==> config.mk <==
export PLATFORM = sky130hd
export DESIGN_NAME = ppac_ctrl
export DESIGN_NICKNAME = d
export VERILOG_FILES = /design/src/design/ppac_pkg.sv /design/src/design/ppac_prescaler.sv /design/src/design/ppac_chan_map.sv /design/src/design/ppac_ctrl.sv
export SDC_FILE = /design/constraint.sdc
export NUM_CORES = 1
export LEC_CHECK = 0
export BUFFER_PORTS_ARGS = -buffer_cell sky130_fd_sc_hd__buf_4
export CORE_ASPECT_RATIO = 0.9
export CORE_MARGIN = 2
export CORE_UTILIZATION = 51
export DETAILED_ROUTE_END_ITERATION = 6
export PLACE_DENSITY = 0.89
export SLEW_MARGIN = 5
export SYNTH_ARGS = -nofsm -noshare
export SYNTH_HDL_FRONTEND = slang
export SYNTH_SLANG_ARGS = --single-unit
==> constraint.sdc <==
create_clock -name hclk -period 3.2 [get_ports hclk]
set_input_delay 0.16 -clock hclk [delete_from_list [all_inputs] [get_ports hclk]]
set_output_delay 0.16 -clock hclk [all_outputs]
set_load 0.02 [all_outputs]
==> src/design/ppac_pkg.sv <==
// Package: register map, field positions and types of the modulator control
// Summary of operation
// - Clock B rate chosen by bits 6..4 of prescale select; serves channels 2,3,6,7.
// - Clock A rate chosen by bits 2..0 of prescale select; serves channels 0,1,4,5.
// - Clock B code n divides the bus clock by two to the n.
// - Clock A code n divides the bus clock by two to the n.
// - Prescaler code writes take effect at once, mid-pulse.
// - Alignment bit one gives center-aligned output, zero left-aligned.
// - Join bits 7..4 pair channels 6/7, 4/5, 2/3, 0/1 into 16 bits.
// - Even channel is the high byte, odd channel the low byte.
// - Joined waveform appears only on the odd channel's output.
// - Joined pair takes clock, polarity, enable and alignment from the odd channel.
// - Stop-in-wait bit gates prescaler input while the processor waits.
// - Stop-in-freeze bit gates prescaler input during debug freeze.
// - Frozen counters hold and resume from held values.
// - Registers stay accessible while freeze gates the prescaler.
// - Select, alignment and control registers accessible in every mode.
// - Per-channel select bit picks base clock (0) or scaled clock (1).
// - Joined pair enable is the odd bit; even output stays disabled.
// - In run mode prescaler stops when all eight enables are zero.
package ppac_pkg;
  localparam logic [7:0] IDX_CH_ENABLE = 8'h00;
  localparam logic [7:0] IDX_POLARITY = 8'h01;
  localparam logic [7:0] IDX_CLK_SEL = 8'h02;
  localparam logic [7:0] IDX_PRESCALE = 8'h03;
  localparam logic [7:0] IDX_ALIGN = 8'h04;
  localparam logic [7:0] IDX_CTRL = 8'h05;
  // One byte register per word, so the byte address is four times the index
  localparam logic [7:0] ADDR_PRESCALE = {IDX_PRESCALE[5:0], 2'b00};
  localparam logic [7:0] ADDR_ALIGN = {IDX_ALIGN[5:0], 2'b00};
  localparam logic [7:0] ADDR_CTRL = {IDX_CTRL[5:0], 2'b00};
  localparam logic [7:0] ADDR_CH_ENABLE = {IDX_CH_ENABLE[5:0], 2'b00};
  localparam logic [7:0] ADDR_CLK_SEL = {IDX_CLK_SEL[5:0], 2'b00};
  localparam logic [7:0] ADDR_POLARITY = {IDX_POLARITY[5:0], 2'b00};
  localparam logic [7:0] ADDR_STATUS = 8'h2c;
  localparam int CLKB_LSB = 4;
  localparam int CLKA_LSB = 0;
  localparam int JOIN_LSB = 4;
  localparam int STOP_WAIT_BIT = 3;
  localparam int STOP_FREEZE_BIT = 2;
  localparam logic [7:0] PRESCALE_MASK = 8'h77;
  localparam logic [7:0] CTRL_MASK = 8'hfc;
  localparam logic [7:0] REG_RESET = 8'h00;
  localparam int PRESC_W = 7;
  localparam logic [6:0] PRESC_RESET = 7'h00;
  localparam logic [1:0] HTRANS_NONSEQ = 2'h2;
  localparam logic [1:0] HTRANS_SEQ = 2'h3;

  typedef struct packed {
    logic [7:0] prescale;
    logic [7:0] align;
    logic [7:0] ctrl;
    logic [7:0] enable;
    logic [7:0] clk_sel;
    logic [7:0] polarity;
  } ppac_regs_t;

  // Effective per-channel settings handed to the channel counters
  typedef struct packed {
    logic [7:0] enable;
    logic [7:0] center;
    logic [7:0] polarity;
    logic [7:0] scaled_sel;
    logic [7:0] out_mask;
    logic [3:0] joined;
  } ppac_chan_cfg_t;
endpackage

==> src/design/ppac_prescaler.sv <==
// Power-of-two prescaler producing clock A and clock B enable pulses
`timescale 1ns/1ps
module ppac_prescaler (
  input wire logic hclk,
  input wire logic hresetn,
  input wire logic run,
  input wire logic [2:0] clk_a_divider_code,
  input wire logic [2:0] clk_b_divider_code,
  output logic clk_a_tick,
  output logic clk_b_tick
);
  logic [ppac_pkg::PRESC_W-1:0] cnt_r;
  logic [ppac_pkg::PRESC_W-1:0] cnt_nxt;
  logic a_nxt;
  logic b_nxt;

  // Tick when the low n bits are all ones; code 0 ticks each cycle
  function automatic logic tap(input logic [6:0] c, input logic [2:0] n);
    logic [6:0] m;
    m = 7'(({7'h00, 1'b1} << n) - 8'h01);
    tap = ((c & m) == m);
  endfunction

  always_comb begin
    cnt_nxt = cnt_r;
    a_nxt = 1'b0;
    b_nxt = 1'b0;
    if (run) begin
      cnt_nxt = cnt_r + 7'h01;
      a_nxt = tap(cnt_r, clk_a_divider_code);
      b_nxt = tap(cnt_r, clk_b_divider_code);
    end
  end

  // Held count resumes where it stopped after a gate lifts
  always_ff @(posedge hclk or negedge hresetn) begin
    if (!hresetn) begin
      cnt_r <= ppac_pkg::PRESC_RESET;
      clk_a_tick <= 1'b0;
      clk_b_tick <= 1'b0;
    end else begin
      cnt_r <= cnt_nxt;
      clk_a_tick <= a_nxt;
      clk_b_tick <= b_nxt;
    end
  end
endmodule

==> src/design/ppac_chan_map.sv <==
// Per-channel mapping of alignment, join and clock settings
`timescale 1ns/1ps
module ppac_chan_map (
  input wire ppac_pkg::ppac_regs_t regs,
  output ppac_pkg::ppac_chan_cfg_t cfg
);
  genvar p;
  generate
    for (p = 0; p < 4; p++) begin : g_pair
      logic join_bit;
      assign join_bit = regs.ctrl[ppac_pkg::JOIN_LSB + p];
      assign cfg.joined[p] = join_bit;
      // Odd channel settings govern a joined pair
      assign cfg.enable[2*p+1] = regs.enable[2*p+1];
      assign cfg.enable[2*p] = regs.enable[2*p] & ~join_bit;
      assign cfg.center[2*p+1] = regs.align[2*p+1];
      assign cfg.center[2*p] = join_bit ? regs.align[2*p+1]
                                        : regs.align[2*p];
      assign cfg.polarity[2*p+1] = regs.polarity[2*p+1];
      assign cfg.polarity[2*p] = join_bit ? regs.polarity[2*p+1]
                                          : regs.polarity[2*p];
      assign cfg.scaled_sel[2*p+1] = regs.clk_sel[2*p+1];
      assign cfg.scaled_sel[2*p] = join_bit ? regs.clk_sel[2*p+1]
                                            : regs.clk_sel[2*p];
      assign cfg.out_mask[2*p+1] = 1'b1;
      assign cfg.out_mask[2*p] = ~join_bit;
    end
  endgenerate
endmodule

==> src/design/ppac_ctrl.sv <==
// AHB-Lite control block of the eight-channel modulator
`timescale 1ns/1ps
module ppac_ctrl (
  input wire logic hclk,
  input wire logic hresetn,
  input wire logic hsel,
  input wire logic [7:0] haddr,
  input wire logic [1:0] htrans,
  input wire logic hwrite,
  input wire logic [2:0] hsize,
  input wire logic [31:0] hwdata,
  input wire logic hready,
  output logic [31:0] hrdata,
  output logic hreadyout,
  output logic hresp,
  input wire logic wait_mode,
  input wire logic freeze_mode,
  output logic clk_a_tick,
  output logic clk_b_tick,
  output logic scaled_clock_a_sel_dummy,
  output ppac_pkg::ppac_chan_cfg_t chan_cfg,
  output logic [2:0] clk_a_divider_code,
  output logic [2:0] clk_b_divider_code
);
  ppac_pkg::ppac_regs_t regs_r;
  ppac_pkg::ppac_regs_t regs_nxt;
  logic wr_pend_r;
  logic wr_pend_nxt;
  logic [7:0] wr_addr_r;
  logic [7:0] wr_addr_nxt;
  logic [31:0] rdata_r;
  logic [31:0] rdata_nxt;
  logic gate_wait;
  logic gate_freeze;
  logic all_off;
  logic presc_run;
  logic a_tick;
  logic b_tick;
  logic access;

  // Read mux; unmapped offsets read as zero
  function automatic logic [7:0] rd_byte(input ppac_pkg::ppac_regs_t r,
                                         input logic [7:0] a,
                                         input logic [2:0] st);
    case (a)
      ppac_pkg::ADDR_PRESCALE: rd_byte = r.prescale;
      ppac_pkg::ADDR_ALIGN: rd_byte = r.align;
      ppac_pkg::ADDR_CTRL: rd_byte = r.ctrl;
      ppac_pkg::ADDR_CH_ENABLE: rd_byte = r.enable;
      ppac_pkg::ADDR_CLK_SEL: rd_byte = r.clk_sel;
      ppac_pkg::ADDR_POLARITY: rd_byte = r.polarity;
      ppac_pkg::ADDR_STATUS: rd_byte = {5'h00, st};
      default: rd_byte = 8'h00;
    endcase
  endfunction

  assign access = hsel & hready &
                  (htrans == ppac_pkg::HTRANS_NONSEQ ||
                   htrans == ppac_pkg::HTRANS_SEQ);

  // Gating never touches the bus path, so registers stay reachable
  assign gate_wait = wait_mode & regs_r.ctrl[ppac_pkg::STOP_WAIT_BIT];
  assign gate_freeze = freeze_mode &
                       regs_r.ctrl[ppac_pkg::STOP_FREEZE_BIT];
  // Effective enables: an even bit of a joined pair counts for nothing
  assign all_off = (chan_cfg.enable == 8'h00);
  assign presc_run = ~gate_wait & ~gate_freeze & ~all_off;

  always_comb begin
    regs_nxt = regs_r;
    wr_pend_nxt = 1'b0;
    wr_addr_nxt = wr_addr_r;
    rdata_nxt = rdata_r;
    if (wr_pend_r) begin
      unique case (wr_addr_r)
        ppac_pkg::ADDR_PRESCALE:
          regs_nxt.prescale = hwdata[7:0] & ppac_pkg::PRESCALE_MASK;
        ppac_pkg::ADDR_ALIGN: regs_nxt.align = hwdata[7:0];
        ppac_pkg::ADDR_CTRL: regs_nxt.ctrl = hwdata[7:0] & ppac_pkg::CTRL_MASK;
        ppac_pkg::ADDR_CH_ENABLE: regs_nxt.enable = hwdata[7:0];
        ppac_pkg::ADDR_CLK_SEL: regs_nxt.clk_sel = hwdata[7:0];
        ppac_pkg::ADDR_POLARITY: regs_nxt.polarity = hwdata[7:0];
        default: regs_nxt = regs_r;
      endcase
    end
    if (access) begin
      if (hwrite) begin
        wr_pend_nxt = 1'b1;
        wr_addr_nxt = {haddr[7:2], 2'b00};
      end else begin
        // Next state, so a read right behind a write sees the new byte
        rdata_nxt = {24'h000000, rd_byte(regs_nxt, {haddr[7:2], 2'b00},
                     {presc_run, gate_freeze, gate_wait})};
      end
    end
  end

  always_ff @(posedge hclk or negedge hresetn) begin
    if (!hresetn) begin
      regs_r <= '0;
      wr_pend_r <= 1'b0;
      wr_addr_r <= 8'h00;
      rdata_r <= 32'h00000000;
    end else begin
      regs_r <= regs_nxt;
      wr_pend_r <= wr_pend_nxt;
      wr_addr_r <= wr_addr_nxt;
      rdata_r <= rdata_nxt;
    end
  end

  // Zero wait states; always OKAY
  assign hreadyout = 1'b1;
  assign hresp = 1'b0;
  assign hrdata = rdata_r;

  assign clk_a_divider_code = regs_r.prescale[ppac_pkg::CLKA_LSB +: 3];
  assign clk_b_divider_code = regs_r.prescale[ppac_pkg::CLKB_LSB +: 3];

  ppac_prescaler u_presc (
    .hclk(hclk),
    .hresetn(hresetn),
    .run(presc_run),
    .clk_a_divider_code(clk_a_divider_code),
    .clk_b_divider_code(clk_b_divider_code),
    .clk_a_tick(a_tick),
    .clk_b_tick(b_tick)
  );
  assign clk_a_tick = a_tick;
  assign clk_b_tick = b_tick;
  assign scaled_clock_a_sel_dummy = 1'b0;

  // Even channel holds the high byte when joined; counters live downstream
  ppac_chan_map u_map (
    .regs(regs_r),
    .cfg(chan_cfg)
  );
endmodule

==> summary by stage, run 1 <==
Power and ir drop
The share of total power in combinational logic is 32.4%. The internal power consumption is roughly 1900 µW. The leakage power of the design is 0.00215 µW. The power per standard cell area is between 600 and 700 nW/µm².

Per report_power, the clock group accounts for about a quarter of the total. The maximum resistive drop on vdd is 0.238 mV. The final total power is 3020 µW.

Registers are responsible for a little over two fifths of the overall power. In this run the power spent charging and discharging nets is 1110 µW. The switching share of power is 36.7%.

Logic synthesis
After synthesis, the share of flip-flops with an asynchronous set or reset is 100%. The fraction of the yosys area taken by sequential cells is a little under half. The cell area that synthesis handed to floorplanning was 4000 µm².

Of all cell types, the one taking the most synthesized area is sky130_fd_sc_hd__dfrtp_1. Ranked by total cell area, the synthesized netlist is headed by sky130_fd_sc_hd__dfrtp_1 (45%), sky130_fd_sc_hd__mux2_2 (11%), sky130_fd_sc_hd__buf_4 (11%), sky130_fd_sc_hd__nand2_1 (3.9%), sky130_fd_sc_hd__o21ai_0 (3.0%). The average footprint of a synthesized cell is approximately 10 µm².

The leading register cell type out of synthesis is sky130_fd_sc_hd__dfrtp_1. Counting every instance in the synthesized netlist gives 386. The number of flops mapped to enable cells by yosys is 0.

The share of synthesized area in the top cell type comes to 45.0%. After synthesis the netlist holds a flip-flop and latch count of 72. Synthesis instantiated 48 different standard cells from the library.

During synthesis, Yosys emitted a total of 0 warnings.

Layout
The repair_antennas step left the layout with diodes totalling 0. Relative to the synthesized area, the layout overhead comes to 14.4%. Leaving out fill and tap cells, the most frequent cells in the layout are sky130_fd_sc_hd__buf_4 (80), sky130_fd_sc_hd__dfrtp_1 (72), sky130_fd_sc_hd__nand2_1 (42), sky130_fd_sc_hd__mux2_2 (40), sky130_fd_sc_hd__conb_1 (31). The most common cell after layout, fill and taps aside is sky130_fd_sc_hd__buf_4. The proportion of layout cells with a drive suffix above 1 is 34.1%. The layout net count is roughly 500. The post-layout utilization of the core is 60.4%.

Global route
The number of antenna violations at the first check in global routing was 0. The total global routing track utilization is 23.7%. The first global-routing pass estimated 15700 µm of wire. Entering global routing, the biggest net connects 73 pins. The number of global-route vias before repair came to 3056. The total grt overflow is 0.

Placement
In this run the tool buffered the top-level ports with just under 80 buffer cells. The global placement routability congestion is 0.969. The final HPWL from detailed placement is ~7300 µm.

Worst setup path
The critical path is of the flip-flop to flip-flop type. The worst setup path is launched from a flip-flop. The arrival time of the worst setup path is 2.71 ns. The required time at the worst-slack endpoint is ~3.4 ns. The critical path capture point type is a flip-flop. The worst register-to-register path ends at hrdata[7]$_DFFE_PN0P_. The number of cells on the worst reg-to-reg path is 5. In this run the worst path has a maximum fanout of 7. In this run the register-to-register setup slack is about 0.7 ns. The startpoint identified for the worst register-to-register timing path is wr_addr_r[5]$_DFFE_PN0P_.

Die
The core region is 7580 µm². The starting density of the core is 52.8%. The die covers between 8000 and 9000 µm². The floorplan has 30 rows. 139 I/O pins were placed.

From left edge to right edge, the die measures 97.4 µm. In this run the vertical extent of the chip is 88.0 µm.

Route
After detailed routing, the number of vias per cell comes to approximately 5.7. The final antenna-violating net count is 0. The detailed router finished its first iteration with 193 violations. The first detailed-routing pass took 5 iterations.

After detailed routing, the number of remaining DRC violations is 0. The wire length reported by the detailed router is 10200 µm. In the final routed layout, each cell accounts on average for 18.7 µm. The via count of the routed design is about 3100.

STA
The tightest hold path in the finished design has a slack of about 0.040 ns. The final setup violation count is 0. Timing would allow up to 0.401 GHz.

The worst-case headroom to the max-slew limit is 22.4%. The final cycle utilization of the critical path is around 78%. The count of pins over their slew limit is 0. The post-layout minimum cycle time is 2.49 ns. The clock arrives with about 0.016 ns of skew. At the pin with the least slew margin, the transition time is roughly 1.2 ns. The final setup TNS is 0 ns.

Setup repair after global routing left no endpoint under its margin. The number of endpoints with negative hold slack in the final report is 0.

Hold path
The startpoint identified for the worst hold timing path is haddr[6]. Along the worst hold path, the cell count comes to 3. The hold-critical path endpoint is wr_addr_r[6]$_DFFE_PN0P_.

The path type of the worst min-delay path is input pin to flip-flop.

Clock network
Clock tree synthesis selected as its root buffer the cell sky130_fd_sc_hd__clkbuf_8. The clock reaches the later pin of the worst-skew pair after between 0.3 and 0.4 ns. The H-tree was split into 3 levels.

In this run the deepest clock path goes through 2 buffers. The post-CTS resize count is 0. The number of buffers inserted during clock tree synthesis is 9. The clock-pin slew on the worst setup and hold paths is ~0.080 ns. The clock tree from TritonCTS is done. Counting every sink on the clock net gives 72.

Job
Max-cap violations in this run came to 0.

Status
The flow ran to the end, and the final reports show no timing, DRC or antenna violations.
state kept, by name (all words and copies together) (netlist names):
name,flops
regs_r,42
hrdata,8
u_presc.cnt_r,7
wr_addr_r,6
clk_a_divider_code,3
clk_b_divider_code,3
u_presc.clk_a_tick,1
u_presc.clk_b_tick,1
wr_pend_r,1
kinds of logic after synthesis:
group	after synthesis	share of synthesized area, %
AND/OR/NAND/NOR	104	14.6
AO/OA/AOI/OAI	79	12.6
buffers and inverters	77	12.8
flip-flops	72	45.0
multiplexers	45	13.1
XOR/XNOR	6	1.31
other	2	0.188
adder cells (fa/ha/maj)	1	0.313
what timing repair did:
item | 4_1_cts | 5_1_grt
hold buffers | 1 | 0
endpoints found under the hold margin | 72 | 0
setup buffers | 0 | 0
critical path, stage by stage (launching register included):
cell                        delay, ns
sky130_fd_sc_hd__dfrtp_1         0.44
sky130_fd_sc_hd__or4_1           0.67
sky130_fd_sc_hd__nor2_8          0.25
sky130_fd_sc_hd__mux2_2          0.37
sky130_fd_sc_hd__a2111oi_0       0.49
sky130_fd_sc_hd__a21oi_1         0.14
final cells by class:
class / instances / area, µm²
Inverter: 14 / 52.6
Clock buffer: 11 / 141
Clock inverter: 5 / 56.3
Tap cell: 96 / 120
Fill cell: 594 / 3000
Multi-Input combinational cell: 266 / 1800
Sequential cell: 72 / 1800
Timing Repair Buffer: 81 / 611
worst max-delay path by stage:
| stage | to | start |
|---|---|---|
| 6_report | hrdata[7]$_DFFE_PN0P_ | wr_addr_r[5]$_DFFE_PN0P_ |
| 3_5_place_dp | hrdata[7]$_DFFE_PN0P_ | wr_addr_r[5]$_DFFE_PN0P_ |
| 4_1_cts | hrdata[7]$_DFFE_PN0P_ | wr_addr_r[5]$_DFFE_PN0P_ |
| 5_1_grt | hrdata[7]$_DFFE_PN0P_ | wr_addr_r[5]$_DFFE_PN0P_ |
| 2_1_floorplan | hrdata[7]$_DFFE_PN0P_ | wr_addr_r[5]$_DFFE_PN0P_ |
| 3_3_place_gp | hrdata[7]$_DFFE_PN0P_ | wr_addr_r[5]$_DFFE_PN0P_ |
cells in the mapped netlist (5+ instances only):
| master | number |
|---|---|
| sky130_fd_sc_hd__o21ai_1 | 5 |
| sky130_fd_sc_hd__buf_4 | 57 |
| sky130_fd_sc_hd__nor2_1 | 5 |
| sky130_fd_sc_hd__a31oi_1 | 6 |
| sky130_fd_sc_hd__dfrtp_1 | 72 |
| sky130_fd_sc_hd__o21ai_0 | 24 |
| sky130_fd_sc_hd__a221oi_1 | 5 |
| sky130_fd_sc_hd__nand3_1 | 14 |
| sky130_fd_sc_hd__nand2_1 | 42 |
| sky130_fd_sc_hd__nand4_1 | 7 |
| sky130_fd_sc_hd__mux2_2 | 40 |
| sky130_fd_sc_hd__a22oi_1 | 9 |
| sky130_fd_sc_hd__nor2b_1 | 6 |
| sky130_fd_sc_hd__a21oi_1 | 20 |
| sky130_fd_sc_hd__mux2_4 | 5 |
| sky130_fd_sc_hd__inv_1 | 13 |
power groups by stage:
stage / sequential, µW / combinational (µW) / clock (µW)
global placement: 1300 / 940 / 0
global route: 1330 / 1050 / 774
floorplan: 1280 / 708 / 0
CTS: 1300 / 978 / 732
detailed placement: 1320 / 964 / 0
finish: 1310 / 978 / 733
through the flow:
step | cell area (µm²) | instances | worst slack (ns)
6_report | 4580 | 545 | 0.709
5_1_grt | 4580 | 545 | 0.586
4_1_cts | 4580 | 545 | 0.689
3_5_place_dp | 4370 | 528 | 0.725
3_3_place_gp | 4370 | 528 | 0.823
2_1_floorplan | 4110 | 415 | 1.01
layer usage:
metal	vias to the layer above	global-route usage, %	wire length (µm)
met5	-	0	0
met3	32	5.11	736
met4	0	11.9	371
met1	1511	29.6	4170
li1	1418	-	-
met2	160	39.7	4940
(Power assumes the default switching activity.)
==> run 2: changes to the inputs <==
==> constraint.sdc (replaced) <==
create_clock -name hclk -period 2.44 [get_ports hclk]
set_input_delay 0.122 -clock hclk [delete_from_list [all_inputs] [get_ports hclk]]
set_output_delay 0.122 -clock hclk [all_outputs]
set_load 0.02 [all_outputs]
==> summary by stage, run 2 (same netlist as run 1, synthesis figures left out) <==
Worst setup path
The arrival time of the worst setup path is 2.51 ns (was 2.71 ns). CP Cell Sequence: or4_1 > nor2_8 > mux2_2 > a2111oi_1 > buf_4 > a21oi_1 (was or4_1 > nor2_8 > mux2_2 > a2111oi_0 > a21oi_1). The delay of the slowest cell on the worst path came to 0.64 ns (was 0.67 ns). The kind of start point of the critical path is a flip-flop (unchanged). The type of the setup path with the least slack is flip-flop to flip-flop (unchanged).

The required time at the worst-slack endpoint came to 2.66 ns (was 3.41 ns). The critical path capture point type was a flip-flop (unchanged). The largest fanout of any net on the critical path is 2 (was 7). The slowest cell on the critical path is sky130_fd_sc_hd__or4_1 (unchanged).

Power and ir drop
The sequential share of power is 42.7% (was 43.3%). The clock share of power came to 24.0% (was 24.3%). The maximum resistive drop on vdd is 0.413 mV (was 0.238 mV). The share of total power in combinational logic is 33.3% (was 32.4%). The leakage power of the design came to 0.00222 µW (was 0.00215 µW). The power per standard cell area came to 850 nW/µm² (was 659 nW/µm²). The switching share of power is 36.6% (was 36.7%). The switching power is 1460 µW (was 1110 µW). The internal power consumption is 2530 µW (was 1910 µW).

Route
The DRC violations left came to 0 (unchanged). The via count of the routed design came to 3185 (was 3121). The first-pass iteration count of the detailed router is 6 (was 5).

The mean routed wirelength per cell is 18.3 µm (was 18.7 µm). The per-cell via count in the routed design is 5.69 (was 5.73). The wire length reported by the detailed router was 10200 µm (about the same). The final antenna-violating net count is 0 (unchanged). The count of routing violations after the opening detailed-route iteration is 372 (was 193).

Clock network
The number of buffers inserted during clock tree synthesis is 9 (unchanged). The number of clock sinks seen by CTS is 72 (unchanged). The clock tree root driver cell is sky130_fd_sc_hd__clkbuf_8 (unchanged). The clock-pin slew on the worst setup and hold paths is 0.07 ns (was 0.08 ns).

The clock tree from TritonCTS is done (unchanged). The H-tree depth is 3 (unchanged). The maximum buffer depth of the clock tree is 2 (unchanged). The clock latency on the worst-skew pair is 0.35 ns (about the same).

STA
The number of endpoints with negative hold slack in the final report came to 0 (unchanged). The clock skew after layout was 0.0112 ns (was 0.0165 ns). The worst-case headroom to the max-slew limit was 37.3% (was 22.4%). The final cycle utilization of the critical path is 93.9% (was 77.9%). The final setup TNS is 0 ns (unchanged). The maximum frequency from static timing analysis was 0.436 GHz (was 0.401 GHz). Unrepaired setup endpoints after global routing: no (unchanged). The post-layout minimum cycle time is 2.29 ns (was 2.49 ns). The slew at the pin with the worst max-slew slack is 0.940 ns (was 1.15 ns).

The count of pins over their slew limit is 0 (unchanged). The final setup violation count was 0 (unchanged).

Layout
The number of filler cells placed in the layout is 590 (was 594). The area added between synthesis and finish is 17.4% (was 14.4%). Most used cells in the layout excluding fill and tap cells: sky130_fd_sc_hd__buf_4 (95), sky130_fd_sc_hd__dfrtp_1 (72), sky130_fd_sc_hd__nand2_1 (42), sky130_fd_sc_hd__mux2_2 (40), sky130_fd_sc_hd__conb_1 (31) (was sky130_fd_sc_hd__buf_4 (80), sky130_fd_sc_hd__dfrtp_1 (72), sky130_fd_sc_hd__nand2_1 (42), sky130_fd_sc_hd__mux2_2 (40), sky130_fd_sc_hd__conb_1 (31)). The antenna cell count is 0 (unchanged). The sequential standard cell area is 1800 µm² (unchanged).

The layout net count is 512 (was 497). The number of flip-flops in the largest register is 42 (unchanged). The proportion of layout cells with a drive suffix above 1 is 36.4% (was 34.1%). The cell area after layout was 4700 µm² (was 4580 µm²). The register with the highest flop count is regs_r (unchanged). The most common cell after layout, fill and taps aside is sky130_fd_sc_hd__buf_4 (unchanged). The area of the multi-input gates is 1800 µm² (about the same).

Hold path
The path type of the worst min-delay path is input pin to flip-flop (unchanged).

Global route
The most crowded layer after global routing is met2 (unchanged). The met2 usage came to 39.6% (was 39.7%). The total global routing track utilization was 24.0% (was 23.7%). The wire length of the first global-routing pass was 16200 µm (was 15700 µm). The number of antenna violations at the first check in global routing is 0 (unchanged).

The total grt overflow is 0 (unchanged). The met3 layer usage reported by global route is 5.43% (was 5.11%). The maximum number of pins on one net before global-route repair is 73 (unchanged). The met1 usage in global routing is 31.2% (was 29.6%). The number of global-route vias before repair was 3090 (was 3056).

Die
The die width is 97.4 µm (unchanged). The floorplan core area is 7580 µm² (unchanged). The area of the die is 8570 µm² (unchanged). The starting density of the core is 52.8% (unchanged).

The number of I/O pins is 139 (unchanged). The standard-cell row count is 30 (unchanged). The vertical die dimension was 88.0 µm (unchanged).

Placement
The final HPWL from detailed placement is 7610 µm (was 7350 µm). The global placement routability congestion was 0.967 (was 0.969). The count of buffers inserted at the top-level ports is 77 (unchanged).

The area after detailed placement is 4480 µm² (was 4370 µm²).

Status
Run status: complete, no violations (unchanged).

Job
The number of max-cap violations was 0 (unchanged).
-- run 2: changes by cell type in the layout (fill, tap and decap cells not counted) --
cell / previous run / this run
sky130_fd_sc_hd__buf_4: 80 / 95
sky130_fd_sc_hd__clkinvlp_4: 1 / 3
sky130_fd_sc_hd__a2111oi_0: 1 / 0
sky130_fd_sc_hd__a2111oi_1: 0 / 1
sky130_fd_sc_hd__clkbuf_1: 1 / 0
sky130_fd_sc_hd__clkinv_2: 2 / 1
sky130_fd_sc_hd__clkinv_4: 1 / 0
sky130_fd_sc_hd__inv_6: 0 / 1
-- run 2: area by class of cell --
cell class / instances / area share (%)
Multi-Input combinational cell: 266 / 38.3
Clock buffer: 10 / 2.93
Clock inverter: 6 / 1.41
Timing Repair Buffer: 96 / 15.4
Tap cell: 96 / 2.56
Sequential cell: 72 / 38.3
Inverter: 14 / 1.12
-- run 2: path summary, 6_finish.rpt --
| path | from | to | slack [ns] | cells past startpoint |
|---|---|---|---|---|
| worst max-delay path | wr_addr_r[5]$_DFFE_PN0P_ | hrdata[7]$_DFFE_PN0P_ | 0.15 | 6 |
| worst min-delay path | haddr[5] | wr_addr_r[5]$_DFFE_PN0P_ | 0.02 | 3 |
| worst max register to register | wr_addr_r[5]$_DFFE_PN0P_ | hrdata[7]$_DFFE_PN0P_ | 0.15 | 6 |
| worst min register to register | u_presc.cnt_r[5]$_DFFE_PN0P_ | u_presc.cnt_r[5]$_DFFE_PN0P_ | 0.47 | 1 |
| max in group asynchronous | hresetn | wr_addr_r[5]$_DFFE_PN0P_ | 1.39 | 2 |
| min in group asynchronous | hresetn | regs_r[38]$_DFF_PN0_ | 0.45 | 2 |
-- run 2: power by group through the flow --
stage / sequential [µW] / combinational, µW / clock, µW
2_1_floorplan: 1680 / 929 / 0
3_3_place_gp: 1690 / 1280 / 0
3_5_place_dp: 1710 / 1320 / 0
4_1_cts: 1690 / 1330 / 976
5_1_grt: 1730 / 1430 / 1030
6_report: 1700 / 1330 / 960
-- run 2: metal layers --
metal,routed length (µm),part of all wire [%],up-vias
met5,0,0,-
met4,213,2.1,0
met3,890,8.7,23
met2,4980,49,179
met1,4150,41,1548
li1,-,-,1435
-- run 2: critical path: cells and delay by family, from the launching register on --
kind | cells | cell delay, ns
and+or+nand+nor | 2 | 0.80
AOI/OAI and AO/OA | 2 | 0.47
DFF | 1 | 0.37
muxes | 1 | 0.36
buffers and inverters | 1 | 0.18
-- run 2: what timing repair did --
item | 4_1_cts | 5_1_grt
resized for setup | 0 | 1
setup buffers | 0 | 0
hold buffers | 1 | 0
endpoints found under the setup margin | 0 | 1
hold endpoints to repair | 72 | 0
-- run 2: metrics by stage --
stage | utilization (%) | hold slack [ns] | power [µW] | cells | worst slack (ns)
after floorplan | - | -0.174 | 2610 | 415 | 0.250
after global placement | 59.1 | 0.296 | 2970 | 543 | 0.139
after detailed placement | 59.1 | 0.307 | 3030 | 543 | 0.108
after CTS | 62.0 | 0.00745 | 4000 | 560 | 0.0972
after global routing | 62.0 | 0.0183 | 4190 | 560 | 0.0300
final | 62.0 | 0.0174 | 3990 | 560 | 0.148
==> run 3: changes to the inputs <==
--- a/config.mk
+++ b/config.mk
@@ -10,7 +10,7 @@
 export CORE_MARGIN = 2
 export CORE_UTILIZATION = 51
 export DETAILED_ROUTE_END_ITERATION = 6
-export PLACE_DENSITY = 0.89
+export PLACE_DENSITY = 0.81
 export SLEW_MARGIN = 5
 export SYNTH_ARGS = -nofsm -noshare
 export SYNTH_HDL_FRONTEND = slang
==> summary by stage, run 3 (same netlist as run 1, synthesis figures left out) <==
Route
The via count of the routed design is 3209 (was 3185). The DRC violations left is 0 (unchanged). The routed length on met1 was 4360 µm (was 4150 µm). The total length of routed met2 wires is 4720 µm (was 4980 µm). The count of routing violations after the opening detailed-route iteration was 282 (was 372). The per-cell via count in the routed design is 5.78 (was 5.69). The wire length reported by the detailed router came to 10100 µm (was 10200 µm). The final antenna-violating net count is 0 (unchanged). The mean routed wirelength per cell is 18.2 µm (was 18.3 µm). The first-pass iteration count of the detailed router came to 5 (was 6).

The highest metal layer with signal wires is met4 (unchanged). The wire length on met3 is 771 µm (was 890 µm).

Die
The floorplan core area is 7580 µm² (unchanged). The vertical die dimension is 88.0 µm (unchanged). The starting density of the core is 52.8% (unchanged). The die width is 97.4 µm (unchanged). The number of I/O pins is 139 (unchanged). The standard-cell row count is 30 (unchanged). The area of the die was 8570 µm² (unchanged).

Power and ir drop
The sequential share of power is 44.6% (was 42.7%). The maximum resistive drop on vdd is 0.352 mV (was 0.413 mV). The clock share of power was 21.6% (was 24.0%). The final total power is 3840 µW (was 3990 µW). The power per standard cell area is 828 nW/µm² (was 850 nW/µm²). The leakage power of the design came to 0.00218 µW (was 0.00222 µW). The share of total power in combinational logic is 33.8% (was 33.3%). The switching power is 1460 µW (about the same).

The internal power consumption came to 2380 µW (was 2530 µW). The switching share of power is 38.0% (was 36.6%).

Layout
The area added between synthesis and finish was 16.0% (was 17.4%). The cell area after layout is 4640 µm² (was 4700 µm²). The register with the highest flop count was regs_r (unchanged). The proportion of layout cells with a drive suffix above 1 was 35.1% (was 36.4%). Most used cells in the layout excluding fill and tap cells: sky130_fd_sc_hd__buf_4 (86), sky130_fd_sc_hd__dfrtp_1 (72), sky130_fd_sc_hd__nand2_1 (42), sky130_fd_sc_hd__mux2_2 (40), sky130_fd_sc_hd__conb_1 (31) (was sky130_fd_sc_hd__buf_4 (95), sky130_fd_sc_hd__dfrtp_1 (72), sky130_fd_sc_hd__nand2_1 (42), sky130_fd_sc_hd__mux2_2 (40), sky130_fd_sc_hd__conb_1 (31)).

The most common cell after layout, fill and taps aside is sky130_fd_sc_hd__buf_4 (unchanged). The number of flip-flops in the largest register is 42 (unchanged). The layout net count is 507 (was 512). The antenna cell count is 0 (unchanged).

Global route
The number of antenna violations at the first check in global routing is 0 (unchanged). The total global routing track utilization is 24.0% (about the same). The total grt overflow was 0 (unchanged).

The wire length of the first global-routing pass was 15800 µm (was 16200 µm). The maximum number of pins on one net before global-route repair was 73 (unchanged). The number of global-route vias before repair is 2939 (was 3090).

Clock network
The number of clock sinks seen by CTS is 72 (unchanged). The number of buffers inserted during clock tree synthesis is 9 (unchanged). The clock tree from TritonCTS was done (unchanged). The H-tree depth is 3 (unchanged). The maximum buffer depth of the clock tree is 2 (unchanged). The clock tree root driver cell is sky130_fd_sc_hd__clkbuf_8 (unchanged). The clock-pin slew on the worst setup and hold paths is 0.08 ns (was 0.07 ns). The clock latency on the worst-skew pair was 0.35 ns (about the same).

The post-CTS setup-driven buffer insertion count is 0 (unchanged).

Placement
The global placement routability congestion is 0.915 (was 0.967). The area after detailed placement came to 4420 µm² (was 4480 µm²). The count of buffers inserted at the top-level ports is 77 (unchanged). The final HPWL from detailed placement came to 7620 µm (was 7610 µm).

Worst setup path
The depth of the most critical reg-to-reg path was 5 (was 6). The largest fanout of any net on the critical path is 5 (was 2). The required time at the worst-slack endpoint is 2.66 ns (about the same). The type of the setup path with the least slack is flip-flop to flip-flop (unchanged). The kind of start point of the critical path is a flip-flop (unchanged).

The critical path capture point type was a flip-flop (unchanged). The arrival time of the worst setup path is 2.50 ns (was 2.51 ns). The slack of the worst reg-to-reg path came to 0.16 ns (was 0.15 ns).

STA
The final setup violation count came to 0 (unchanged). The final setup TNS is 0 ns (unchanged). The count of pins over their slew limit was 0 (unchanged). The maximum frequency from static timing analysis is 0.439 GHz (was 0.436 GHz).

The worst-case headroom to the max-slew limit came to 37.8% (was 37.3%). Unrepaired setup endpoints after global routing: no (unchanged). The post-layout minimum cycle time is 2.28 ns (was 2.29 ns). The slew at the pin with the worst max-slew slack is 0.933 ns (was 0.940 ns).

The clock skew after layout was 0.0156 ns (was 0.0112 ns). The worst hold slack across all endpoints is 0.0454 ns (was 0.0174 ns). The number of endpoints with negative hold slack in the final report is 0 (unchanged). The final cycle utilization of the critical path was 93.3% (was 93.9%).

Hold path
The path type of the worst min-delay path was input pin to flip-flop (unchanged). The depth of the worst hold-timing path was 3 (unchanged).

Status
Run status: complete, no violations (unchanged).

Job
The number of max-cap violations is 0 (unchanged).
[run 3: area by class of cell]
| class | instances | area (µm²) |
|---|---|---|
| fillers | 628 | 2940 |
| flip-flops and latches | 72 | 1800 |
| multi-input cells | 266 | 1800 |
| repair buffers | 91 | 696 |
| clock buffers | 9 | 124 |
| well taps | 96 | 120 |
| inverters | 14 | 52.6 |
| clock inverters | 7 | 46.3 |
[run 3: power by group through the flow]
stage                     registers, µW  clock network [µW]  logic (µW)
after global placement             1720                   0        1250
after CTS                          1700                 830        1300
after detailed placement           1720                   0        1290
after global routing               1750                 887        1390
after floorplan                    1680                   0         929
final                              1710                 830        1300
[run 3: final timing paths]
check | to | start
setup / recovery | hrdata[7]$_DFFE_PN0P_ | wr_addr_r[5]$_DFFE_PN0P_
hold / removal | wr_addr_r[2]$_DFFE_PN0P_ | haddr[2]
setup reg to reg | hrdata[7]$_DFFE_PN0P_ | wr_addr_r[5]$_DFFE_PN0P_
hold reg to reg | u_presc.cnt_r[5]$_DFFE_PN0P_ | u_presc.cnt_r[5]$_DFFE_PN0P_
max in group asynchronous | wr_pend_r$_DFF_PN0_ | hresetn
min in group asynchronous | regs_r[5]$_DFF_PN0_ | hresetn
[run 3: what timing repair did]
action / CTS / global route
resized for setup: 0 / 1
hold endpoints to repair: 76 / 0
hold buffers: 5 / 0
setup endpoints to repair: 0 / 2
[run 3: metal layers]
| metal | global-route usage (%) | up-vias |
|---|---|---|
| met5 | 0 | - |
| met4 | 9.60 | 0 |
| met3 | 4.55 | 29 |
| met2 | 38.4 | 172 |
| met1 | 32.8 | 1567 |
| li1 | - | 1441 |
[run 3: worst max-delay path, stage by stage, from the launching register on]
cell and delay [ns]:
sky130_fd_sc_hd__dfrtp_1 0.45, sky130_fd_sc_hd__or4_4 0.60, sky130_fd_sc_hd__nor2_8 0.17, sky130_fd_sc_hd__mux2_2 0.36
sky130_fd_sc_hd__a2111oi_0 0.44, sky130_fd_sc_hd__a21oi_1 0.13
[run 3: stage by stage]
stage	setup WS, ns	instances	util, %
2_1_floorplan	0.250	415	-
3_3_place_gp	0.126	534	58.3
3_5_place_dp	0.115	534	58.3
4_1_cts	0.0863	555	61.2
5_1_grt	0.0593	555	61.2
6_report	0.164	555	61.2
